==> config.mk <==
export PLATFORM = sky130hd
export DESIGN_NAME = ifmsc_top
export DESIGN_NICKNAME = d
export VERILOG_FILES = /design/src/pkg/ifmsc_pkg.sv /design/src/design/ifmsc_sync.sv /design/src/design/ifmsc_mask_bank.sv /design/src/design/ifmsc_top.sv
export SDC_FILE = /design/constraint.sdc
export NUM_CORES = 1
export LEC_CHECK = 0
export BUFFER_PORTS_ARGS = -buffer_cell sky130_fd_sc_hd__buf_4
export CORE_MARGIN = 5
export CORE_UTILIZATION = 56
export CTS_BUF_LIST = sky130_fd_sc_hd__clkbuf_4 sky130_fd_sc_hd__clkbuf_8
export DETAILED_ROUTE_END_ITERATION = 16
export PLACE_DENSITY = 0.82
export REMOVE_ABC_BUFFERS = 1
export SLEW_MARGIN = 20
export SYNTH_ARGS = -nofsm -noshare
export SYNTH_HDL_FRONTEND = slang
export SYNTH_SLANG_ARGS = --single-unit
==> constraint.sdc <==
create_clock -name i_clk -period 5.5 [get_ports i_clk]
set_clock_uncertainty 0.2 [all_clocks]
set_input_delay 0.55 -clock i_clk [delete_from_list [all_inputs] [get_ports i_clk]]
set_output_delay 0.55 -clock i_clk [all_outputs]
set_load 0.03 [all_outputs]
==> src/pkg/ifmsc_pkg.sv <==
package ifmsc_pkg;

  // ----------------------------------------
  // Register byte addresses
  // ----------------------------------------
  localparam logic [31:0] ADDR_NORMAL_ENABLED_STATUS = 32'hffff_0000;
  localparam logic [31:0] ADDR_NORMAL_RAW_SIGNAL     = 32'hffff_0004;
  localparam logic [31:0] ADDR_NORMAL_ENABLE_MASK    = 32'hffff_0008;
  localparam logic [31:0] ADDR_NORMAL_MASK_CLEAR     = 32'hffff_000c;
  localparam logic [31:0] ADDR_SOFTWARE_INT_CONFIG   = 32'hffff_0010;
  localparam logic [31:0] ADDR_FAST_ENABLED_STATUS   = 32'hffff_0100;
  localparam logic [31:0] ADDR_FAST_RAW_SIGNAL       = 32'hffff_0104;
  localparam logic [31:0] ADDR_FAST_ENABLE_MASK      = 32'hffff_0108;
  localparam logic [31:0] ADDR_FAST_MASK_CLEAR       = 32'hffff_010c;

  // ----------------------------------------
  // Widths and reset values
  // ----------------------------------------
  localparam int          DATA_W    = 32;
  localparam int          SRC_LO    = 2;
  localparam int          SRC_HI    = 25;
  localparam int          SRC_N     = SRC_HI - SRC_LO + 1;
  localparam logic [31:0] RST_VAL   = 32'h0000_0000;
  localparam logic [31:0] USED_MASK = 32'h03ff_ffff;

  // ----------------------------------------
  // Source bit positions
  // ----------------------------------------
  localparam int POS_FAST_ANY   = 0;
  localparam int POS_SOFTWARE   = 1;
  localparam int POS_TIMER0     = 2;
  localparam int POS_TIMER1     = 3;
  localparam int POS_TIMER2     = 4;
  localparam int POS_TIMER3     = 5;
  localparam int POS_FLASH0     = 6;
  localparam int POS_FLASH1     = 7;
  localparam int POS_CONVERTER  = 8;
  localparam int POS_SERIAL0    = 9;
  localparam int POS_SERIAL1    = 10;
  localparam int POS_PLL_LOCK   = 11;
  localparam int POS_TWI0_MST   = 12;
  localparam int POS_TWI0_SLV   = 13;
  localparam int POS_TWI1_MST   = 14;
  localparam int POS_TWI1_SLV   = 15;
  localparam int POS_SPI        = 16;
  localparam int POS_EXT_ZERO   = 17;
  localparam int POS_COMPARATOR = 18;
  localparam int POS_SUPPLY_MON = 19;
  localparam int POS_EXT_ONE    = 20;
  localparam int POS_LAB_A      = 21;
  localparam int POS_EXT_TWO    = 22;
  localparam int POS_EXT_THREE  = 23;
  localparam int POS_LAB_B      = 24;
  localparam int POS_PWM_TRIP   = 25;

  // ----------------------------------------
  // Software interrupt config fields
  // ----------------------------------------
  localparam int          SWI_NORMAL_BIT = 1;
  localparam int          SWI_FAST_BIT   = 2;
  localparam logic [31:0] SWI_MASK       = 32'h0000_0006;

endpackage

==> src/design/ifmsc_sync.sv <==
module ifmsc_sync #(
  parameter int WIDTH = 1
) (
  // Clock and reset
  input  wire logic             i_clk,
  input  wire logic             i_rst,
  // Asynchronous levels in, synchronised levels out
  input  wire logic [WIDTH-1:0] i_async,
  output logic      [WIDTH-1:0] o_sync
);

  logic [WIDTH-1:0] stage1_reg;
  logic [WIDTH-1:0] stage2_reg;

  // ----------------------------------------
  // Two-flop synchroniser
  // ----------------------------------------
  always_ff @(posedge i_clk or posedge i_rst) begin
    if (i_rst) begin
      stage1_reg <= '0;
      stage2_reg <= '0;
    end else begin
      stage1_reg <= i_async;
      stage2_reg <= stage1_reg;
    end
  end

  assign o_sync = stage2_reg;

endmodule // ifmsc_sync

==> src/design/ifmsc_mask_bank.sv <==
module ifmsc_mask_bank (
  // Clock and reset
  input  wire logic        i_clk,
  input  wire logic        i_rst,
  // Set and clear requests
  input  wire logic        i_set_we,
  input  wire logic [31:0] i_set_data,
  input  wire logic        i_clr_we,
  input  wire logic [31:0] i_clr_data,
  // Current enable mask
  output logic      [31:0] o_en
);

  logic [31:0] en_reg;
  logic [31:0] en_next;
  logic [31:0] set_bits;
  logic [31:0] clr_bits;

  // Ones set, zeros never clear; unused positions stay zero
  assign set_bits = i_set_we ? (i_set_data & ifmsc_pkg::USED_MASK) : '0;
  assign clr_bits = i_clr_we ? i_clr_data : '0;
  assign en_next  = (en_reg & ~clr_bits) | set_bits;

  // ----------------------------------------
  // Enable mask storage
  // ----------------------------------------
  always_ff @(posedge i_clk or posedge i_rst) begin
    if (i_rst) begin
      en_reg <= ifmsc_pkg::RST_VAL;
    end else begin
      en_reg <= en_next;
    end
  end

  assign o_en = en_reg;

endmodule // ifmsc_mask_bank

==> src/design/ifmsc_top.sv <==
// Design decision made here: strobed register access.
module ifmsc_top (
  // Clock and reset
  input  wire logic        i_clk,
  input  wire logic        i_rst,
  // Register port
  input  wire logic [31:0] i_addr,
  input  wire logic [31:0] i_wdata,
  input  wire logic        i_wr,
  input  wire logic        i_rd,
  output logic      [31:0] o_rdata,
  // Peripheral interrupt lines, active high levels
  input  wire logic        i_timer0_int,
  input  wire logic        i_timer1_int,
  input  wire logic        i_timer2_int,
  input  wire logic        i_timer3_int,
  // Flash blocks
  input  wire logic        i_flash0_int,
  input  wire logic        i_flash1_int,
  // Converter, serial ports and clock lock
  input  wire logic        i_converter_int,
  input  wire logic        i_serial0_int,
  input  wire logic        i_serial1_int,
  input  wire logic        i_pll_lock_int,
  // Two-wire channels
  input  wire logic        i_twi0_master_int,
  input  wire logic        i_twi0_slave_int,
  input  wire logic        i_twi1_master_int,
  input  wire logic        i_twi1_slave_int,
  // SPI, low external lines, comparator, supply monitor
  input  wire logic        i_spi_int,
  input  wire logic        i_external_line_zero,
  input  wire logic        i_comparator_int,
  input  wire logic        i_supply_monitor_int,
  input  wire logic        i_external_line_one,
  // Logic arrays, upper external lines, PWM trip
  input  wire logic        i_logic_array_block_a_int,
  input  wire logic        i_external_line_two,
  input  wire logic        i_external_line_three,
  input  wire logic        i_logic_array_block_b_int,
  input  wire logic        i_pwm_trip_int,
  // Exception requests to the core
  output logic             o_irq,
  output logic             o_fiq
);

  // ----------------------------------------
  // Declarations
  // ----------------------------------------
  logic [31:0] src_async;
  logic [31:0] src_sync;
  logic [31:0] swi_cfg_reg;
  logic [31:0] swi_cfg_next;
  logic [31:0] normal_en;
  logic [31:0] fast_en;
  logic [31:0] normal_raw;
  logic [31:0] fast_raw;
  logic [31:0] normal_sta;
  logic [31:0] fast_sta;
  logic [31:0] rdata_reg;
  logic [31:0] rdata_next;
  logic [31:0] rd_sel;
  logic        fast_any;
  logic        irq_reg;
  logic        fiq_reg;
  logic [31:1] fast_sta_hi;
  logic        irq_any;

  // Address decode
  logic hit_n_sta;
  logic hit_n_raw;
  logic hit_n_en;
  logic hit_n_clr;
  logic hit_swi;
  logic hit_f_sta;
  logic hit_f_raw;
  logic hit_f_en;
  logic hit_f_clr;

  // Write strobes per register
  logic wr_n_en;
  logic wr_n_clr;
  logic wr_f_en;
  logic wr_f_clr;
  logic wr_swi;

  // Clear vectors for each bank
  logic [31:0] n_clr_bits;
  logic [31:0] f_clr_bits;
  logic        n_clr_we;
  logic        f_clr_we;

  // ----------------------------------------
  // Helper functions
  // ----------------------------------------
  // Full 32-bit compare of the bus address with one register
  function automatic logic addr_is(
    input logic [31:0] addr,
    input logic [31:0] reg_addr
  );
    return (addr == reg_addr);
  endfunction

  // Raw AND enable; the programmed bit passes unmasked
  function automatic logic [31:0] bank_status(
    input logic [31:0] raw,
    input logic [31:0] en
  );
    logic [31:0] sta;
    sta = raw & en;
    sta[ifmsc_pkg::POS_SOFTWARE] = raw[ifmsc_pkg::POS_SOFTWARE];
    return sta;
  endfunction

  // ----------------------------------------
  // Source map onto bit positions
  // ----------------------------------------
  // Low positions: bit 0 and 1 are built internally
  assign src_async[ifmsc_pkg::POS_FAST_ANY]   = 1'b0;
  assign src_async[ifmsc_pkg::POS_SOFTWARE]   = 1'b0;

  // Timers and flash blocks
  assign src_async[ifmsc_pkg::POS_TIMER0]     = i_timer0_int;
  assign src_async[ifmsc_pkg::POS_TIMER1]     = i_timer1_int;
  assign src_async[ifmsc_pkg::POS_TIMER2]     = i_timer2_int;
  assign src_async[ifmsc_pkg::POS_TIMER3]     = i_timer3_int;
  assign src_async[ifmsc_pkg::POS_FLASH0]     = i_flash0_int;
  assign src_async[ifmsc_pkg::POS_FLASH1]     = i_flash1_int;

  // Converter, serial ports and clock lock
  assign src_async[ifmsc_pkg::POS_CONVERTER]  = i_converter_int;
  assign src_async[ifmsc_pkg::POS_SERIAL0]    = i_serial0_int;
  assign src_async[ifmsc_pkg::POS_SERIAL1]    = i_serial1_int;
  assign src_async[ifmsc_pkg::POS_PLL_LOCK]   = i_pll_lock_int;

  // Two-wire channels, SPI, low external lines, comparator and supply monitor
  assign src_async[ifmsc_pkg::POS_TWI0_MST]   = i_twi0_master_int;
  assign src_async[ifmsc_pkg::POS_TWI0_SLV]   = i_twi0_slave_int;
  assign src_async[ifmsc_pkg::POS_TWI1_MST]   = i_twi1_master_int;
  assign src_async[ifmsc_pkg::POS_TWI1_SLV]   = i_twi1_slave_int;
  assign src_async[ifmsc_pkg::POS_SPI]        = i_spi_int;
  assign src_async[ifmsc_pkg::POS_EXT_ZERO]   = i_external_line_zero;
  assign src_async[ifmsc_pkg::POS_COMPARATOR] = i_comparator_int;
  assign src_async[ifmsc_pkg::POS_SUPPLY_MON] = i_supply_monitor_int;
  assign src_async[ifmsc_pkg::POS_EXT_ONE]    = i_external_line_one;

  // Upper positions
  assign src_async[ifmsc_pkg::POS_LAB_A]     = i_logic_array_block_a_int;
  assign src_async[ifmsc_pkg::POS_EXT_TWO]   = i_external_line_two;
  assign src_async[ifmsc_pkg::POS_EXT_THREE] = i_external_line_three;
  assign src_async[ifmsc_pkg::POS_LAB_B]     = i_logic_array_block_b_int;
  assign src_async[ifmsc_pkg::POS_PWM_TRIP]  = i_pwm_trip_int;

  // Unused positions never assert
  assign src_async[31:ifmsc_pkg::SRC_HI+1] = '0;

  // ----------------------------------------
  // Source synchronisers
  // ----------------------------------------
  // Lines must be high at one rising clock edge to be seen, two clocks later
  ifmsc_sync #(
    .WIDTH (ifmsc_pkg::SRC_N)
  ) u_src_sync (
    .i_clk   (i_clk),
    .i_rst   (i_rst),
    .i_async (src_async[ifmsc_pkg::SRC_HI:ifmsc_pkg::SRC_LO]),
    .o_sync  (src_sync[ifmsc_pkg::SRC_HI:ifmsc_pkg::SRC_LO])
  );

  assign src_sync[ifmsc_pkg::SRC_LO-1:0] = '0;
  assign src_sync[31:ifmsc_pkg::SRC_HI+1] = '0;

  // ----------------------------------------
  // Address decode and write strobes
  // ----------------------------------------
  assign hit_n_sta = addr_is(i_addr, ifmsc_pkg::ADDR_NORMAL_ENABLED_STATUS);
  assign hit_n_raw = addr_is(i_addr, ifmsc_pkg::ADDR_NORMAL_RAW_SIGNAL);
  assign hit_n_en  = addr_is(i_addr, ifmsc_pkg::ADDR_NORMAL_ENABLE_MASK);
  assign hit_n_clr = addr_is(i_addr, ifmsc_pkg::ADDR_NORMAL_MASK_CLEAR);
  assign hit_swi   = addr_is(i_addr, ifmsc_pkg::ADDR_SOFTWARE_INT_CONFIG);
  assign hit_f_sta = addr_is(i_addr, ifmsc_pkg::ADDR_FAST_ENABLED_STATUS);
  assign hit_f_raw = addr_is(i_addr, ifmsc_pkg::ADDR_FAST_RAW_SIGNAL);
  assign hit_f_en  = addr_is(i_addr, ifmsc_pkg::ADDR_FAST_ENABLE_MASK);
  assign hit_f_clr = addr_is(i_addr, ifmsc_pkg::ADDR_FAST_MASK_CLEAR);

  // Status and raw registers take no write
  assign wr_n_en  = i_wr & hit_n_en;
  assign wr_n_clr = i_wr & hit_n_clr;
  assign wr_f_en  = i_wr & hit_f_en;
  assign wr_f_clr = i_wr & hit_f_clr;
  assign wr_swi   = i_wr & hit_swi;

  // ----------------------------------------
  // Enable mask banks
  // ----------------------------------------
  // Clear-register ones, or ones set in the other bank
  assign n_clr_bits = (wr_n_clr ? i_wdata : '0)
                    | (wr_f_en  ? i_wdata : '0);
  assign f_clr_bits = (wr_f_clr ? i_wdata : '0)
                    | (wr_n_en  ? i_wdata : '0);

  // A bank clears on its own clear write or the other bank's set
  assign n_clr_we = wr_n_clr | wr_f_en;
  assign f_clr_we = wr_f_clr | wr_n_en;

  // Normal mask: ones set, zeros ignored
  ifmsc_mask_bank u_normal_bank (
    .i_clk      (i_clk),
    .i_rst      (i_rst),
    .i_set_we   (wr_n_en),
    .i_set_data (i_wdata),
    .i_clr_we   (n_clr_we),
    .i_clr_data (n_clr_bits),
    .o_en       (normal_en)
  );

  // Fast mask: ones set, zeros ignored
  ifmsc_mask_bank u_fast_bank (
    .i_clk      (i_clk),
    .i_rst      (i_rst),
    .i_set_we   (wr_f_en),
    .i_set_data (i_wdata),
    .i_clr_we   (f_clr_we),
    .i_clr_data (f_clr_bits),
    .o_en       (fast_en)
  );

  // ----------------------------------------
  // Software interrupt config
  // ----------------------------------------
  // Only bits 2 and 1 exist; reserved bits stay zero
  assign swi_cfg_next = wr_swi ? (i_wdata & ifmsc_pkg::SWI_MASK) : swi_cfg_reg;

  always_ff @(posedge i_clk or posedge i_rst) begin
    if (i_rst) begin
      swi_cfg_reg <= ifmsc_pkg::RST_VAL;
    end else begin
      swi_cfg_reg <= swi_cfg_next;
    end
  end

  // ----------------------------------------
  // Raw signal vectors
  // ----------------------------------------
  // Peripheral bits follow the lines, masks play no part
  always_comb begin
    normal_raw = src_sync;
    normal_raw[ifmsc_pkg::POS_FAST_ANY] = fast_any;
    normal_raw[ifmsc_pkg::POS_SOFTWARE] =
      swi_cfg_reg[ifmsc_pkg::SWI_NORMAL_BIT];
  end

  always_comb begin
    fast_raw = src_sync;
    fast_raw[ifmsc_pkg::POS_FAST_ANY] = fast_any;
    fast_raw[ifmsc_pkg::POS_SOFTWARE] =
      swi_cfg_reg[ifmsc_pkg::SWI_FAST_BIT];
  end

  // ----------------------------------------
  // Enabled status vectors
  // ----------------------------------------
  // Raw AND enable; programmed bit bypasses the mask
  assign normal_sta = bank_status(normal_raw, normal_en);
  assign fast_sta   = bank_status(fast_raw, fast_en);

  // Fast status bits 31-1 straight from the sources, so the
  // aggregate never loops back through its own raw bit 0
  assign fast_sta_hi = {src_sync[31:2] & fast_en[31:2],
                        swi_cfg_reg[ifmsc_pkg::SWI_FAST_BIT]};

  // Aggregate fast source from bits 31 down to 1
  assign fast_any = |fast_sta_hi;

  // ----------------------------------------
  // Core request outputs
  // ----------------------------------------
  // Plain OR, software finds the source itself
  assign irq_any = |normal_sta;

  // Normal request register
  always_ff @(posedge i_clk or posedge i_rst) begin
    if (i_rst) begin
      irq_reg <= 1'b0;
    end else begin
      irq_reg <= irq_any;
    end
  end

  // Fast request register
  always_ff @(posedge i_clk or posedge i_rst) begin
    if (i_rst) begin
      fiq_reg <= 1'b0;
    end else begin
      fiq_reg <= fast_any;
    end
  end

  assign o_irq = irq_reg;
  assign o_fiq = fiq_reg;

  // ----------------------------------------
  // Read path
  // ----------------------------------------
  // Clear registers are write-only and read zero
  assign rd_sel = ({32{hit_n_sta}} & normal_sta)
                | ({32{hit_n_raw}} & normal_raw)
                | ({32{hit_n_en}}  & normal_en)
                | ({32{hit_swi}}   & swi_cfg_reg)
                | ({32{hit_f_sta}} & fast_sta)
                | ({32{hit_f_raw}} & fast_raw)
                | ({32{hit_f_en}}  & fast_en);

  // Data stand one cycle after the strobe only
  assign rdata_next = i_rd ? (rd_sel & ifmsc_pkg::USED_MASK) : '0;

  always_ff @(posedge i_clk or posedge i_rst) begin
    if (i_rst) begin
      rdata_reg <= ifmsc_pkg::RST_VAL;
    end else begin
      rdata_reg <= rdata_next;
    end
  end

  assign o_rdata = rdata_reg;

endmodule // ifmsc_top

==> impl_metrics.py <==
metrics = {
    "synthesis": {
        "synth_flop_cell": "dfrtp_1",
        "avgSynthCellArea_sq_um": 11.3,
        "synth_edf_count": 0,
        "ys_seq_elements": 130,
        "synth.cell_area_sq_mm": 0.00582,
        "ys_seq_area_frac": 0.559,
        "async_reset_ff_frac": 1.00,
        "synth_cell_types": 55,
        "ys_warn_count": 0,
        "synth_cells": 516,
    },
    "sta": {
        "min_period_ns": 3.00,
        "finalCritPeriodShare": 0.545,
        "fmax_ghz": 0.334,
        "final-setup-viol-count": 0,
        "hold_viol_final": 0,
        "rsz0062_at_grt": "false",
        "worst_slack_ns": 2.50,
        "fin_hold_ws_ns": 0.0123,
        "slew_viol_final": 0,
        "slew_headroom": 0.281,
        "tightestPinTransition_ns": 1.08,
        "setup-tns-final_ns": 0,
    },
    "global_route": {
        "grt_pass1_wl_mm": 27.1,
        "grt_busiest_layer": "met2",
        "use_met1": 0.336,
        "track_usage": 0.273,
        "grt_pass1_vias": 5245,
        "grt.met2_usage": 0.427,
        "grt_max_degree": 68,
        "grt_util_met3": 0.0929,
        "grt_remaining_overflow": 0,
        "antenna_found_initial": 0,
    },
    "critical_path": {
        "path_cells": "buf_4, nand4b_1, nor3_2, and3_1, buf_4, a41oi_1, o32ai_1",
        "worst-path-buf-inv": 2,
        "cpLargestDelayFamily": "simple AND/OR/NAND/NOR gates",
        "crit_path_end_kind": "flip-flop",
        "critPathSlowestCell": "and3_1",
        "worstPathMaxFanout": 31,
        "required_ns": 5.61,
        "crit_arrival_ns": 3.11,
        "critPathKind": "in -> reg",
        "max_stage_delay_ns": 0.72,
        "start_kind": "primary input",
        "path_common_cell": "buf_4",
    },
    "detailed_routing": {
        "vias": 5139,
        "wirelength_mm": 16.9,
        "drt-initial-drc-count": 544,
        "wl_per_cell_microns": 21.4,
        "ant_nets": 0,
        "drt-vias-per-instance": 6.52,
        "drc": 0,
        "firstDrtPassIters": 5,
    },
    "clock_network": {
        "cts_tree": "built",
        "cts-root-buf": "clkbuf_8",
        "cts_max_level": 4,
        "post_cts_resized": 0,
        "cts_made_buffers": 17,
        "cts_setup_buffers": 0,
        "cts.path.max_buffers": 2,
        "insertion_delay_ns": 0.45,
        "cts_sinks": 130,
        "clk_pin_slew_ns": 0.07,
    },
    "die": {
        "die_area_sq_mm": 0.0125,
        "die_y_microns": 112,
        "core_sq_mm": 0.0102,
        "die_w_microns": 112,
        "rows": 37,
        "initial_core_util": 0.569,
        "ios": 126,
    },
    "status": {
        "status": "finished clean",
    },
    "final_layout": {
        "antenna_cells": 0,
        "nNetsFinal": 731,
        "area_growth_pct": 25.2,
        "final_cell_mix": "dfrtp_1 (130), buf_4 (118), nand2_1 (53)",
        "layout_commonest_cell": "dfrtp_1",
        "fill_cells": 741,
        "drive_above_1_share": 0.256,
    },
    "job": {
        "maxCapViolations": 0,
    },
    "pwr": {
        "cellPowerDensity_mw_per_mm2": 274,
        "p_leak_uw": 0.00332,
        "ir_drop_mv": 0.156,
    },
    "placement": {
        "hpwlAfterDp_mm": 10.4,
        "portBuffers": 113,
        "gp_routability_congestion": 0.860,
        "place_ws_ns": 2.16,
    },
    "hold_path": {
        "min_path_type": "in -> reg",
    },
}
-- final timing paths --
check / startpoint / endpoint / slack [ns] / cells past startpoint
worst max-delay path: i_addr[4] / o_rdata[5] / 2.50 / 7
worst min-delay path: i_serial0_int / u_src_sync.stage1_reg[7] / 0.01 / 1
worst max register to register: u_fast_bank.o_en[4] / o_irq / 3.52 / 5
worst min register to register: u_src_sync.stage1_reg[14] / u_src_sync.o_sync[14] / 0.15 / 0
max in group asynchronous: i_rst / u_fast_bank.o_en[25] / 3.76 / 3
min in group asynchronous: i_rst / o_rdata[13] / 0.06 / 2
-- power breakdown --
| group | internal (uW) | switching, uW |
|---|---|---|
| logic | 63.4 | 78.2 |
| clock network | 478 | 388 |
| registers | 973 | 14.6 |
| total | 1510 | 481 |
-- layer usage --
metal  up-vias  share of wire
met2       426           0.47
met1      2437           0.36
li1       2186              -
met5         -              0
met4         0          0.041
met3        90           0.13
-- per-stage QoR --
step / utilization / total power (uW) / area, sq um / cells
2_1_floorplan: - / 1050 / 5560 / 479
3_3_place_gp: 0.647 / 1130 / 6620 / 733
3_5_place_dp: 0.649 / 1130 / 6640 / 734
4_1_cts: 0.704 / 1990 / 7200 / 780
5_1_grt: 0.712 / 2060 / 7280 / 788
6_report: 0.712 / 2000 / 7280 / 788
-- final cells by class --
type                       instances  area [sq um]  share of cell area
timing repair buffer             141          1120               0.154
clock buffer                      20           269              0.0369
clock inverter                    12           156              0.0215
multi-input combinational        319          2200               0.302
sequential                       130          3250               0.447
tap                              136           170              0.0234
inverter                          30           115              0.0158
-- synth_stat cells (7+ instances only) --
cell        n  area, sq um
dfrtp_1   130         3250
nand2_1    53          199
a22o_1     30          263
a22oi_1    29          218
inv_1      28          105
a21o_1     26          195
a31oi_1    26          163
nor2_1     23         86.3
a41oi_1    18          158
o32ai_1    18          158
buf_4      16          120
clkbuf_1   14         52.6
nand4_1    10         62.6
mux2i_1     8         80.1
and4_1      7         61.3
buf_2       7         35.0
-- cells by family (layout without fill, tap and decap cells) --
family                 after synthesis  count (layout)  share of synthesized area
AO/OA/AOI/OAI                      177             177                      0.237
flip-flops                         130             130                      0.559
AND/OR/NAND/NOR                    125             125                      0.118
buffers and inverters               72             203                     0.0669
multiplexers                        10              10                     0.0176
other                                1               6                   0.000645
XOR/XNOR                             1               1                    0.00151
-- repair_timing --
action                                  4_1_cts  5_1_grt
hold buffers                                 14        8
hold endpoints to repair                     14        8
endpoints found under the setup margin        0        0
Power figures use the tool's default switching activity.
